$ cat src/core/encoder_pkg.sv
package encoder_pkg;
    // =========================================================
    // Register map (byte addresses, one word each)
    localparam logic [4:0] ADDR_CONFIG = 5'h00;
    localparam logic [4:0] ADDR_MOTOR = 5'h04;
    localparam logic [4:0] ADDR_CONST = 5'h08;
    localparam logic [4:0] ADDR_POSITION = 5'h0C;
    localparam logic [4:0] ADDR_LATCH = 5'h10;
    localparam logic [4:0] ADDR_STATUS = 5'h14;
    localparam logic [4:0] ADDR_STATE = 5'h18;
    // =========================================================
    // encoder_mode_config fields
    localparam int CFG_SRC = 0;
    localparam int CFG_DECIMAL = 1;
    localparam int CFG_POL_A = 2;
    localparam int CFG_POL_B = 3;
    localparam int CFG_POL_N = 4;
    localparam int CFG_CLR_CONT = 5;
    localparam int CFG_CLR_ONCE = 6;
    localparam int CFG_CLR_ENC = 7;
    localparam int CFG_QSC_EN = 8;
    localparam int CFG_HYST_LO = 9;
    localparam int CFG_FILT_LO = 12;
    localparam int CFG_BLANK_LO = 16;
    localparam int CFG_DIAG_SEL = 24;
    localparam logic [31:0] CFG_MASK = 32'h01FF_3FFF;
    // =========================================================
    // Motor configuration fields
    localparam int MOT_FREEWHEEL_LO = 0;
    localparam int MOT_VOLTAGE_MODE = 2;
    localparam int MOT_HOLD_LO = 3;
    localparam int MOT_OFFTIME_LO = 8;
    localparam logic [31:0] MOT_MASK = 32'h0000_0FFF;
    // Status bits, write one to clear
    localparam int ST_CLEARED = 0;
    localparam int ST_LATCHED = 1;
    // =========================================================
    // Timing
    localparam int BLANK_SHIFT = 14;
    localparam int STANDSTILL_LOG2 = 20;
    localparam int FREEWHEEL_FREE = 1;
    localparam int FREEWHEEL_BRAKE = 2;
    localparam logic [16:0] FRAC_BINARY = 17'h1_0000;
    localparam logic [16:0] FRAC_DECIMAL = 17'h0_2710;
    // Filter dividers: clock/24600, /12300, /6150, /2870
    localparam logic [14:0] FILT_DIV0 = 15'h6018;
    localparam logic [14:0] FILT_DIV1 = 15'h300C;
    localparam logic [14:0] FILT_DIV2 = 15'h1806;
    localparam logic [14:0] FILT_DIV3 = 15'h0B36;
    // Threshold in mV per code 0..7
    localparam logic [7:0] HYST_MV [8] = '{8'h0A, 8'h19, 8'h32, 8'h4B,
                                          8'h64, 8'h96, 8'hC8, 8'hFA};
endpackage

$ cat src/core/emf_filter.sv
module emf_filter
    import encoder_pkg::*;
#(
    parameter int CHANNELS = 2
) (
    input wire logic clk,
    input wire logic rst_n,
    input wire logic [1:0] sel,
    input wire logic [CHANNELS-1:0] raw,
    output logic [CHANNELS-1:0] filt
);
    // =========================================================
    // Sample tick
    logic [14:0] div_q;
    logic [14:0] limit;
    logic tick;
    always_comb begin
        unique case (sel)
            2'd0: limit = FILT_DIV0;
            2'd1: limit = FILT_DIV1;
            2'd2: limit = FILT_DIV2;
            2'd3: limit = FILT_DIV3;
        endcase
    end
    assign tick = (div_q >= limit - 15'd1);
    always_ff @(posedge clk or negedge rst_n) begin
        if (!rst_n) begin
            div_q <= '0;
        end else begin
            div_q <= tick ? '0 : div_q + 15'd1;
        end
    end
    // =========================================================
    // Two equal samples in a row pass; spikes shorter than a tick die
    for (genvar i = 0; i < CHANNELS; i++) begin : g_ch
        logic last_q;
        always_ff @(posedge clk or negedge rst_n) begin
            if (!rst_n) begin
                last_q <= 1'b0;
                filt[i] <= 1'b0;
            end else if (tick) begin
                last_q <= raw[i];
                if (last_q == raw[i]) begin
                    filt[i] <= raw[i];
                end
            end
        end
    end
endmodule // emf_filter

$ cat src/core/encoder_position_unit.sv
// Summary of operation
// Source bit 0: back-EMF decoder counts, only while standstill flag is set; the quiescence path also counts without standstill.
// Back-EMF decoder enabled only with freewheel setting 1 or 2; the quiescence path turns it on at any freewheel setting.
// Voltage mode: hold current and actual current must both be zero first.
// Cycle chopper mode: off time 0 disables bridges for freewheeling.
// Quiescence: decoder stays on with source 0 and quiescence enable 1.
// After standstill, coils ignored for blank field times 2^14 cycles.
// 3-bit threshold code maps to 10..250 mV.
// Standstill after programmable stepless time, default 2^20 cycles; ramp-down follows.
// Filter select picks clock/24600, /12300, /6150 or /2870.
// Filter bandwidth caps count rate at the filter frequency, one count per sample tick.
// Back-EMF counts full steps, each adding or subtracting the constant.
// Software may write the position; device updates it and returns it.
// Reset selects back-EMF source; set bit selects quadrature inputs.
// Continuous-index flag: every qualified index clears or latches.
// Once-index flag: next qualified index acts, then self-disables.
// Latch resets to 0, captures count at index after motion first starts.
// Latch event drives interrupt pin when diagnostic select bit routes it.
// Polarity flags qualify index by A and B levels.
// Index clear needs clear flag plus once or continuous flag.
// Status records index clear; latch captures position on every armed index once motion has started.
// Each A/B change adds or subtracts constant by direction.
// Constant is signed 16.16, binary mode two's complement.
// Decimal mode low half is 0..9999 tenth-thousandths.
// Direction from phase order: A leading B counts up.
module encoder_position_unit
    import encoder_pkg::*;
#(
    parameter int STANDSTILL_CYCLES = 1 << STANDSTILL_LOG2
) (
    input wire logic clk,
    input wire logic rst_n,
    input wire logic [4:0] address,
    input wire logic read,
    input wire logic write,
    input wire logic [31:0] writedata,
    output logic [31:0] readdata,
    output logic waitrequest,
    input wire logic step_pulse,
    input wire logic [4:0] current_scale,
    input wire logic quiescence_active,
    input wire logic emf_a,
    input wire logic emf_b,
    input wire logic enc_a,
    input wire logic enc_b,
    input wire logic enc_n,
    output logic bridge_disable,
    output logic [7:0] threshold_mv,
    output logic standstill,
    output logic ramp_down_start,
    output logic decoder_active,
    output logic diagnostic_output_zero
);
    if (STANDSTILL_CYCLES < 2 || STANDSTILL_CYCLES > (1 << 24)) begin : g_chk
        $error("STANDSTILL_CYCLES out of range");
    end

    // =========================================================
    // Registers
    logic [31:0] config_q;
    logic [31:0] motor_q;
    logic [31:0] const_q;
    logic [31:0] position_q;
    logic [16:0] frac_q;
    logic [31:0] latch_q;
    logic [1:0] status_q;
    logic ack_q;
    logic take;
    logic wr_take;

    // One wait cycle, then the answer
    assign waitrequest = (read | write) & ~ack_q;
    assign take = (read | write) & ack_q;
    assign wr_take = write & ack_q;

    always_ff @(posedge clk or negedge rst_n) begin
        if (!rst_n) begin
            ack_q <= 1'b0;
        end else begin
            ack_q <= (read | write) & ~ack_q;
        end
    end

    // =========================================================
    // Field views
    logic src_abn;
    logic decimal_mode;
    logic [2:0] hyst_sel;
    logic [1:0] filt_sel;
    logic [7:0] blank_field;
    logic [1:0] freewheel;
    logic voltage_mode;
    logic [4:0] hold_current;
    logic [3:0] off_time;

    assign src_abn = config_q[CFG_SRC];
    assign decimal_mode = config_q[CFG_DECIMAL];
    assign hyst_sel = config_q[CFG_HYST_LO +: 3];
    assign filt_sel = config_q[CFG_FILT_LO +: 2];
    assign blank_field = config_q[CFG_BLANK_LO +: 8];
    assign freewheel = motor_q[MOT_FREEWHEEL_LO +: 2];
    assign voltage_mode = motor_q[MOT_VOLTAGE_MODE];
    assign hold_current = motor_q[MOT_HOLD_LO +: 5];
    assign off_time = motor_q[MOT_OFFTIME_LO +: 4];

    always_ff @(posedge clk or negedge rst_n) begin
        if (!rst_n) begin
            motor_q <= '0;
            const_q <= '0;
        end else if (wr_take) begin
            if (address == ADDR_MOTOR) begin
                motor_q <= writedata & MOT_MASK;
            end
            if (address == ADDR_CONST) begin
                const_q <= writedata;
            end
        end
    end

    // =========================================================
    // Standstill detection
    logic [24:0] still_cnt_q;
    logic standstill_q;
    always_ff @(posedge clk or negedge rst_n) begin
        if (!rst_n) begin
            still_cnt_q <= '0;
            standstill_q <= 1'b0;
        end else if (step_pulse) begin
            still_cnt_q <= '0;
            standstill_q <= 1'b0;
        end else if (still_cnt_q == 25'(STANDSTILL_CYCLES - 1)) begin
            standstill_q <= 1'b1;
        end else begin
            still_cnt_q <= still_cnt_q + 25'd1;
        end
    end
    assign standstill = standstill_q;
    assign ramp_down_start = (still_cnt_q == 25'(STANDSTILL_CYCLES - 1))
        & ~standstill_q & ~step_pulse;

    // =========================================================
    // Blanking after standstill, so decaying coil current is not seen as motion
    logic [BLANK_SHIFT+7:0] blank_cnt_q;
    logic blank_done_q;
    always_ff @(posedge clk or negedge rst_n) begin
        if (!rst_n) begin
            blank_cnt_q <= '0;
            blank_done_q <= 1'b0;
        end else if (!standstill_q) begin
            blank_cnt_q <= '0;
            blank_done_q <= 1'b0;
        end else if (blank_cnt_q >= {blank_field, BLANK_SHIFT'(0)}) begin
            blank_done_q <= 1'b1;
        end else begin
            blank_cnt_q <= blank_cnt_q + (BLANK_SHIFT+8)'(1);
        end
    end

    // =========================================================
    // Decoder enable
    logic freewheel_ok;
    logic current_ok;
    logic normal_en;
    logic quiet_en;
    assign freewheel_ok = (freewheel == 2'(FREEWHEEL_FREE))
        | (freewheel == 2'(FREEWHEEL_BRAKE));
    // Voltage mode waits for the current scale to fall to zero
    assign current_ok = voltage_mode ? (hold_current == '0) & (current_scale == '0)
                                     : (off_time == '0);
    assign normal_en = ~src_abn & standstill_q & blank_done_q
        & freewheel_ok & current_ok;
    assign quiet_en = quiescence_active & ~src_abn & config_q[CFG_QSC_EN];
    assign decoder_active = normal_en | quiet_en;
    // Bridges off only for freewheeling decode; a zero off time in cycle mode keeps them off
    assign bridge_disable = (~voltage_mode & (off_time == '0))
        | (normal_en & freewheel == 2'(FREEWHEEL_FREE));
    assign threshold_mv = HYST_MV[hyst_sel];

    // =========================================================
    // Signal decoding
    logic [1:0] emf_filt;
    logic emf_step;
    logic emf_up;
    logic abn_step;
    logic abn_up;

    emf_filter #(.CHANNELS(2)) u_filter (
        .clk(clk),
        .rst_n(rst_n),
        .sel(filt_sel),
        .raw({emf_b, emf_a}),
        .filt(emf_filt)
    );
    quad_step u_emf_dec (
        .clk(clk),
        .rst_n(rst_n),
        .a(emf_filt[0]),
        .b(emf_filt[1]),
        .step(emf_step),
        .up(emf_up)
    );
    quad_step u_abn_dec (
        .clk(clk),
        .rst_n(rst_n),
        .a(enc_a),
        .b(enc_b),
        .step(abn_step),
        .up(abn_up)
    );

    logic count_step;
    logic count_up;
    always_comb begin
        if (src_abn) begin
            count_step = abn_step;
            count_up = abn_up;
        end else begin
            count_step = emf_step & decoder_active;
            count_up = emf_up;
        end
    end

    // =========================================================
    // Index qualification
    logic n_q;
    logic motion_q;
    logic index_event;
    logic pol_ok;
    assign pol_ok = (enc_a == config_q[CFG_POL_A])
        & (enc_b == config_q[CFG_POL_B]);
    assign index_event = src_abn & (enc_n == config_q[CFG_POL_N])
        & (n_q != config_q[CFG_POL_N]) & pol_ok;

    logic arm;
    logic do_clear;
    logic do_latch;
    assign arm = config_q[CFG_CLR_CONT] | config_q[CFG_CLR_ONCE];
    assign do_latch = index_event & arm & motion_q;
    assign do_clear = index_event & arm & config_q[CFG_CLR_ENC];

    always_ff @(posedge clk or negedge rst_n) begin
        if (!rst_n) begin
            n_q <= 1'b0;
            motion_q <= 1'b0;
        end else begin
            n_q <= enc_n;
            if (count_step) begin
                motion_q <= 1'b1;
            end
        end
    end

    // Once flag drops itself after its event; a write in the same cycle wins
    always_ff @(posedge clk or negedge rst_n) begin
        if (!rst_n) begin
            config_q <= '0;
        end else if (wr_take && address == ADDR_CONFIG) begin
            config_q <= writedata & CFG_MASK;
        end else if (index_event && config_q[CFG_CLR_ONCE]) begin
            config_q[CFG_CLR_ONCE] <= 1'b0;
        end
    end

    // =========================================================
    // Position accumulator, fraction modulo 65536 or 10000
    logic [16:0] modulus;
    logic [15:0] inc_int;
    logic [16:0] inc_frac;
    logic [17:0] frac_sum;
    logic [17:0] frac_diff;
    logic [16:0] frac_next;
    logic [31:0] pos_next;
    logic carry;

    assign modulus = decimal_mode ? FRAC_DECIMAL : FRAC_BINARY;
    assign inc_int = const_q[31:16];
    assign inc_frac = {1'b0, const_q[15:0]};
    assign frac_sum = {1'b0, frac_q} + {1'b0, inc_frac};
    assign frac_diff = {1'b0, frac_q} - {1'b0, inc_frac};

    always_comb begin
        frac_next = frac_q;
        carry = 1'b0;
        pos_next = position_q;
        if (count_up) begin
            if (frac_sum >= {1'b0, modulus}) begin
                frac_next = 17'(frac_sum - {1'b0, modulus});
                carry = 1'b1;
            end else begin
                frac_next = frac_sum[16:0];
            end
            pos_next = position_q + {{16{inc_int[15]}}, inc_int} + 32'(carry);
        end else begin
            if (frac_diff[17]) begin
                frac_next = 17'(frac_diff + {1'b0, modulus});
                carry = 1'b1;
            end else begin
                frac_next = frac_diff[16:0];
            end
            pos_next = position_q - {{16{inc_int[15]}}, inc_int} - 32'(carry);
        end
    end

    always_ff @(posedge clk or negedge rst_n) begin
        if (!rst_n) begin
            position_q <= '0;
            frac_q <= '0;
        end else if (wr_take && address == ADDR_POSITION) begin
            position_q <= writedata;
            frac_q <= '0;
        end else if (do_clear) begin
            position_q <= '0;
            frac_q <= '0;
        end else if (count_step) begin
            position_q <= pos_next;
            frac_q <= frac_next;
        end
    end

    // =========================================================
    // Latch and status
    always_ff @(posedge clk or negedge rst_n) begin
        if (!rst_n) begin
            latch_q <= '0;
        end else if (do_latch) begin
            latch_q <= position_q;
        end
    end

    // Set wins over a write-one clear in the same cycle
    always_ff @(posedge clk or negedge rst_n) begin
        if (!rst_n) begin
            status_q <= '0;
        end else begin
            for (int i = 0; i < 2; i++) begin
                if (wr_take && address == ADDR_STATUS && writedata[i]) begin
                    status_q[i] <= 1'b0;
                end
            end
            if (do_clear) begin
                status_q[ST_CLEARED] <= 1'b1;
            end
            if (do_latch) begin
                status_q[ST_LATCHED] <= 1'b1;
            end
        end
    end

    always_ff @(posedge clk or negedge rst_n) begin
        if (!rst_n) begin
            diagnostic_output_zero <= 1'b0;
        end else begin
            diagnostic_output_zero <= config_q[CFG_DIAG_SEL]
                & status_q[ST_LATCHED];
        end
    end

    // =========================================================
    // Read data, captured in the wait cycle
    always_ff @(posedge clk or negedge rst_n) begin
        if (!rst_n) begin
            readdata <= '0;
        end else if (read && !ack_q) begin
            unique case (address)
                ADDR_CONFIG: readdata <= config_q;
                ADDR_MOTOR: readdata <= motor_q;
                ADDR_CONST: readdata <= const_q;
                ADDR_POSITION: readdata <= position_q;
                ADDR_LATCH: readdata <= latch_q;
                ADDR_STATUS: readdata <= {30'h0000_0000, status_q};
                ADDR_STATE: readdata <= {29'h0000_0000, motion_q,
                                         decoder_active, standstill_q};
                default: readdata <= '0;
            endcase
        end
    end

endmodule // encoder_position_unit

$ cat src/core/quad_step.sv
module quad_step (
    input wire logic clk,
    input wire logic rst_n,
    input wire logic a,
    input wire logic b,
    output logic step,
    output logic up
);
    logic a_q;
    logic b_q;
    always_ff @(posedge clk or negedge rst_n) begin
        if (!rst_n) begin
            a_q <= 1'b0;
            b_q <= 1'b0;
        end else begin
            a_q <= a;
            b_q <= b;
        end
    end
    // A double change has no direction and is dropped
    assign step = (a ^ a_q) ^ (b ^ b_q);
    assign up = a ^ b_q;
endmodule // quad_step

$ cat config.mk
export PLATFORM = sky130hd
export DESIGN_NAME = encoder_position_unit
export DESIGN_NICKNAME = d
export VERILOG_FILES = /design/src/core/encoder_pkg.sv /design/src/core/emf_filter.sv /design/src/core/encoder_position_unit.sv /design/src/core/quad_step.sv
export SDC_FILE = /design/constraint.sdc
export NUM_CORES = 1
export LEC_CHECK = 0
export ABC_AREA = 1
export BUFFER_PORTS_ARGS = -buffer_cell sky130_fd_sc_hd__buf_4
export CAP_MARGIN = 20
export CORE_ASPECT_RATIO = 2
export CORE_MARGIN = 5
export CORE_UTILIZATION = 45
export CTS_CLUSTER_DIAMETER = 150
export CTS_CLUSTER_SIZE = 24
export DETAILED_ROUTE_END_ITERATION = 10
export GPL_ROUTABILITY_DRIVEN = 1
export MAX_ROUTING_LAYER = met4
export PLACE_DENSITY_LB_ADDON = 0.15
export SLEW_MARGIN = 20
export SYNTH_ARGS = -nofsm -noshare
export SYNTH_HDL_FRONTEND = slang
export SYNTH_SLANG_ARGS = --single-unit
$ cat constraint.sdc
create_clock -name clk -period 6.8 [get_ports clk]
set_clock_uncertainty 0.05 [all_clocks]
set_input_delay 0.34 -clock clk [delete_from_list [all_inputs] [get_ports clk]]
set_output_delay 0.34 -clock clk [all_outputs]
set_load 0.01 [all_outputs]
# --- After elaboration in Yosys (flattened, before gate mapping) ---
# Memories as Yosys holds them, arrays and structs flattened.
# Cells that the tools add are included.
totals:
  regBits: 258
  latchBits: 0
  mem_bits_rw: 0
  rom_bits: 64
  input_bits: 53
  out_inout_bits: 46
  wordCells: 165
  memories: 1
memory_table:
  columns: ["memory", "depth", "width", "rd", "rd_ports_with_merged_regs", "wr", "line_no", "source"]
  rows:
  - ["(name not given)", 8, 8, 1, 0, 0, "encoder_position_unit.sv:177", "assign threshold_mv = HYST_MV[hyst_sel];"]
classes:
  n_addsub: 12
  n_mul: 0
  div_mod_pow: 0
  magnitude_cmp: 4
  n_eq_ne: 21
  shifts: 0
  n_mux: 37
  n_bitwise: 41
  n_reduce_logical: 22
op_table:
  columns: ["cell", "count"]
  rows:
  - ["$pmux W32 S7", 1]
  - ["$mux W32", 4]
  - ["$mux W17", 7]
  - ["$pmux W15 S4", 1]
  - ["$mux W25", 2]
  - ["$mux W22", 2]
  - ["$add A32 B1 Y32", 1]
  - ["$add A32 B32 Y32", 1]
  - ["$sub A32 B1 Y32", 1]
  - ["$sub A32 B32 Y32", 1]
  - ["$add A25 B1 Y25 const B", 1]
  - ["$eq A25 B20 Y1 const B", 1]
  - ["$add A22 B1 Y22 const B", 1]
  - ["$and A1 B1 Y1", 22]
  - ["$ge A22 B22 Y1", 1]
  - ["$add A17 B16 Y18", 1]
  - ["$ge A18 B17 Y1", 1]
  - ["$sub A17 B16 Y18", 1]
  - ["$add A17 B17 Y17", 1]
  - ["$mux W1", 17]
  - ["$sub A17 B17 Y17", 1]
  - ["$mux W8", 2]
  - ["$add A15 B1 Y15 const B", 1]
  - ["$eq A5 B5 Y1 const B", 3]
  - ["other kinds (24)", 62]

# --- Logic depth before layout (Yosys ltp) ---
logic_depth:
  word_depth: 11
  mapped_depth: 37

# --- By module ---
# From an unflattened synthesis, not the netlist that was laid out.
hier_totals:
  hier_cells: 3014
  area_unflattened_um2: 20788.7
modules_own_cells:
  columns: ["mod", "n_inst", "cells_per_inst", "area_per_inst_um2", "seq_area_each_um2"]
  rows:
  - ["encoder_position_unit", 1, 2784, 19089.6, 5880.6]
  - ["emf_filter", 1, 186, 1438.9, 475.5]
  - ["quad_step", 2, 22, 130.1, 50.0]

# --- Least setup slack after synthesis ---
# No wires, ideal clock.
synth_timing:
  kind: "register to register"
  from: "register const_q[4]"
  to: "register position_q[30]"
  arrival_time_ps: 4689
  setup_slack_ps: 1983
  path_stages_with_launch: 36
  path_buffers: 0
  synth_period_minus_slack_ps: 4817
  path_cell_list: "dfrtp_1 inv_1 ha_1 inv_2 nand2_1 nand2_2 inv_1 nand2_1 nand2_1 nand2_1 a31oi_1 nor2_1 nor2_1 xor2_1 ha_1 inv_1 o21ai_1 nor2_4 nand3_4 nand2_4 nand2_4 inv_1 fa_1 fa_1 o21ai_0 nand2_1 nand2_1 a21o_1 nand2_1 nand2_1 nand3_1 nand3_1 nand3_1 nand2_1 nand2_1 a21oi_1"
synth_between:
  elab_chain_cells: 9
  word_cells_on_any_way: 13
  classes_between: "4 x add/sub; 1 x order compare; 8 x mux"
synth_rtl:
  columns: ["element", "line_no", "source"]
  rows:
  - ["start, declared", "encoder_position_unit.sv:62", "logic [31:0] const_q;"]
  - ["start signal, assigned", "encoder_position_unit.sv:115", "const_q <= writedata;"]
  - ["$add A17 B16 Y18", "encoder_position_unit.sv:278", "assign frac_sum = {1'b0, frac_q} + {1'b0, inc_frac};"]
  - ["$ge A18 B17 Y1", "encoder_position_unit.sv:286", "if (frac_sum >= {1'b0, modulus}) begin"]
  - ["$mux W1", "encoder_position_unit.sv:286", null]
  - ["$mux W1", "encoder_position_unit.sv:285", "if (count_up) begin"]
  - ["$add A32 B1 Y32", "encoder_position_unit.sv:292", "pos_next = position_q + {{16{inc_int[15]}}, inc_int} + 32'(carry);"]
  - ["$mux W32 (*)", "encoder_position_unit.sv:285", null]
  - ["$mux W32 (*)", "encoder_position_unit.sv:314", "end else if (count_step) begin"]
  - ["$mux W32 (*)", "encoder_position_unit.sv:311", "end else if (do_clear) begin"]
  - ["$mux W32 (*)", "encoder_position_unit.sv:308", "end else if (wr_take && address == ADDR_POSITION) begin"]
  - ["end signal, assigned", "encoder_position_unit.sv:309", "position_q <= writedata;"]
  - ["end signal, assigned", "encoder_position_unit.sv:315", "position_q <= pos_next;"]
  - ["end, declared", "encoder_position_unit.sv:63", "logic [31:0] position_q;"]
# Every way passes the cells marked *; elsewhere a longest branch is shown, timed or not. The select of a mux whose other input is x is not followed.
# A chain may end at the register's enable or synchronous reset.

# --- Worst setup path after layout ---
# Ends and elaborated chain as after synthesis.

==> results.py <==
metrics = {
    "run_status": {
        "outcome": "complete, no violations",
    },
    "global_route": {
        "grt_antenna_before_repair": 0,
        "grt_start_max_net_pins": 168,
        "grt_pass1_wl_um": 123000,
        "track_usage": 0.334,
        "globalRouteOverflowTotal": 0,
        "grt_pass1_vias": 20800,
    },
    "timing": {
        "final-setup-viol-count": 0,
        "fin_crit_sh": 0.909,
        "period_minus_slack_ps": 6180,
        "clock.fmax_mhz": 162,
        "slew_headroom": 0.251,
        "rsz0062_at_grt": "no",
        "timing.final.max_slew_violations": 0,
        "worstMarginPinSlew_ps": 1120,
        "finalHoldViolations": 0,
        "fin_setup_tns_ps": 0,
    },
    "setup_path": {
        "max_stage_delay_ps": 440,
        "endpoint_kind": "flip-flop",
        "worst_path_most_repeated_cell": "nand2_1",
        "startpoint_type": "flip-flop",
        "ff2ff_path_depth": 35,
        "r2r_setup_slack_ps": 620,
        "critical-path-slowest-cell": "fa_1",
        "required_ps": 7210,
        "cp.arrival_ps": 6590,
        "crit_path_start": "const_q[4]$_DFFE_PN0P_",
        "cp_max_fo": 13,
        "reg2reg_from": "const_q[4]$_DFFE_PN0P_",
        "crit_type": "reg -> reg",
        "reg2reg_to": "position_q[30]$_DFFE_PN0P_",
    },
    "flow_run": {
        "drv_cap": 0,
    },
    "final_layout": {
        "fin_nets": 3243,
        "diodes": 0,
        "synthToLayoutAreaGrowth_pct": 8.76,
        "finish.utilization": 0.494,
        "drive_above_1_share": 0.0757,
        "fin_cells": 3571,
    },
    "placement": {
        "gp_congestion": 1.04,
        "dp.cells": 3540,
        "hpwlAfterDp_um": 67100,
        "numPortBuffers": 98,
    },
    "clocking": {
        "cts.clk_slew.worst_paths_ps": 110,
        "numCtsBuffers": 14,
        "cts_tree": "done",
        "cts_buffer_depth": 3,
        "cts.htree.levels": 1,
        "cts_num_sinks": 258,
        "cts-root-buf": "clkbuf_16",
        "post_cts_resized": 0,
        "clock_latency_ps": 530,
    },
    "floorplanning": {
        "initial_utilization": 0.454,
        "pin_count": 99,
        "core-area_um2": 44900,
        "fp.dieW_um": 160,
        "die_y_um": 311,
        "placementRows": 110,
        "dieArea_um2": 49900,
    },
    "hold_path": {
        "hold_path_depth": 3,
        "min_from": "writedata[1]",
        "hold-path-endpoint": "config_q[1]$_DFFE_PN0P_",
        "min-delay-path-class": "in -> reg",
    },
    "power_and_ir_drop": {
        "power.density_nw_per_um2": 439,
        "power.leakage_nw": 11.1,
        "ir_drop_v": 0.000248,
        "total_power_mw": 9.72,
    },
    "yosys": {
        "synth_fa_ha_area_frac": 0.112,
        "synthArstFlopShare": 1.00,
        "synth_ff_type": "dfrtp_1",
        "ys_types": 64,
        "syn-cell-area_um2": 20400,
        "ys_ff_latch": 258,
        "synth_simple_gate_area_frac": 0.276,
        "synth_compound_area_frac": 0.172,
        "synth.area.mux_share": 0.00221,
        "netlist_instances": 2934,
        "syn_avg_cell_area_um2": 6.94,
        "synth_xor_xnor_area_share": 0.0172,
        "synth_top_family_by_area": "simple AND/OR/NAND/NOR gates",
        "yosysWarningCount": 0,
        "ys_seq_area_frac": 0.317,
        "synth-edff-count": 0,
    },
    "route": {
        "ant_nets": 0,
        "vias": 20400,
        "dr.pass1.iters": 6,
        "wl_per_cell_um": 23.3,
        "drcViolationCount": 0,
        "via_per_inst": 5.72,
        "drt_iter0_markers": 1420,
        "drt_wl_total_um": 83100,
    },
}
cells in the final DEF, fill, tap and decap left out, types with 12 or more instances in the layout:
master / count
nand3_2: 13
dfrtp_1: 258
a21oi_1: 195
inv_2: 13
o21bai_1: 22
nand3_1: 168
buf_4: 120
a31oi_1: 21
a221oi_1: 20
o211ai_1: 14
ha_1: 173
nand4_1: 36
clkbuf_16: 15
nor2_2: 12
dlygate4sd3_1: 15
xor2_1: 30
inv_1: 434
nor2_1: 250
nor3_1: 53
nand2_2: 26
o21ai_0: 284
nand2_1: 693
final cells by class:
type                       instances  area, um2
clock buffer                      15        375
clock inverter                     1       8.76
fill                            4678      22700
inverter                         448       1680
multi-input combinational       2152      11800
sequential                       258       6460
tap                              560        701
timing repair buffer             137       1090
cells in the mapped netlist (30+ instances only):
cell	count	area share
o21ai_0	284	0.070
nor3_1	53	0.013
a21oi_1	195	0.048
clkbuf_1	51	0.0094
nor2_1	253	0.047
nand3_1	169	0.042
nand4_1	36	0.011
ha_1	173	0.11
dfrtp_1	258	0.32
xor2_1	30	0.013
inv_1	435	0.080
nand2_1	695	0.13
worst max path at each step:
stage | to | slack [ps] | cells past startpoint
finish | position_q[30]$_DFFE_PN0P_ | 620 | 35
global route | position_q[30]$_DFFE_PN0P_ | 30 | 35
CTS | position_q[30]$_DFFE_PN0P_ | 640 | 35
detailed placement | position_q[30]$_DFFE_PN0P_ | 690 | 35
global placement | position_q[30]$_DFFE_PN0P_ | 720 | 35
floorplan | position_q[30]$_DFFE_PN0P_ | 1980 | 35
layer usage:
layer / track usage / vias to the layer above / part of all wire / wire (um)
li1: - / 9746 / - / -
met1: 0.288 / 9677 / 0.31 / 25700
met2: 0.615 / 688 / 0.53 / 44300
met3: 0.0298 / 316 / 0.034 / 2800
met4: 0.317 / 0 / 0.12 / 10300
met5: - / - / 0 / 0
stage by stage:
step                      area, um2  hold slack, ps  worst slack [ps]
after floorplan               20400           -5.59              1980
after global placement        21600             359               722
after detailed placement      21600             368               692
after CTS                     22100            10.9               645
after global routing          22100            51.3              32.3
final                         22100            25.8               620
worst max-delay path: cells and delay by family, from the launching register on:
kind	cells	cell delay, ps
buffers and inverters	5	540
AND/OR/NAND/NOR	20	1990
adder cells (fa/ha/maj)	4	1550
AO/OA/AOI/OAI	5	1270
XOR/XNOR	1	340
flip-flops	1	390
cells by family after synthesis:
| group | Yosys count |
|---|---|
| mux | 4 |
| compound gates | 623 |
| simple gates | 1303 |
| other cells | 1 |
| buf+inv | 526 |
| xor+xnor | 40 |
| flops | 258 |
| fa+ha+maj | 179 |
where the power goes:
group / switching (mW) / leakage [nW] / total (mW) / internal, mW
logic: 4.52 / 7.65 / 6.56 / 2.05
registers: 0.328 / 3.28 / 2.20 / 1.87
clock network: 0.553 / 0.189 / 0.953 / 0.400
total: 5.40 / 11.1 / 9.72 / 4.32
timing repair:
action	CTS	global route
hold buffers	15	0
endpoints found under the setup margin	0	0
buffers inserted	0	0
endpoints found under the hold margin	105	0
sequential cells by signal, summed over array words and instances (netlist names), 2 cells and up:
| register | count |
|---|---|
| const_q | 32 |
| latch_q | 32 |
| position_q | 32 |
| readdata | 32 |
| still_cnt_q | 25 |
| config_q | 23 |
| blank_cnt_q | 22 |
| frac_q | 17 |
| u_filter.div_q | 15 |
| motor_q | 12 |
| status_q | 2 |
| u_filter.filt | 2 |
| u_filter.g_ch.last_q | 2 |
No activity file was read; power rests on OpenSTA's default activity.
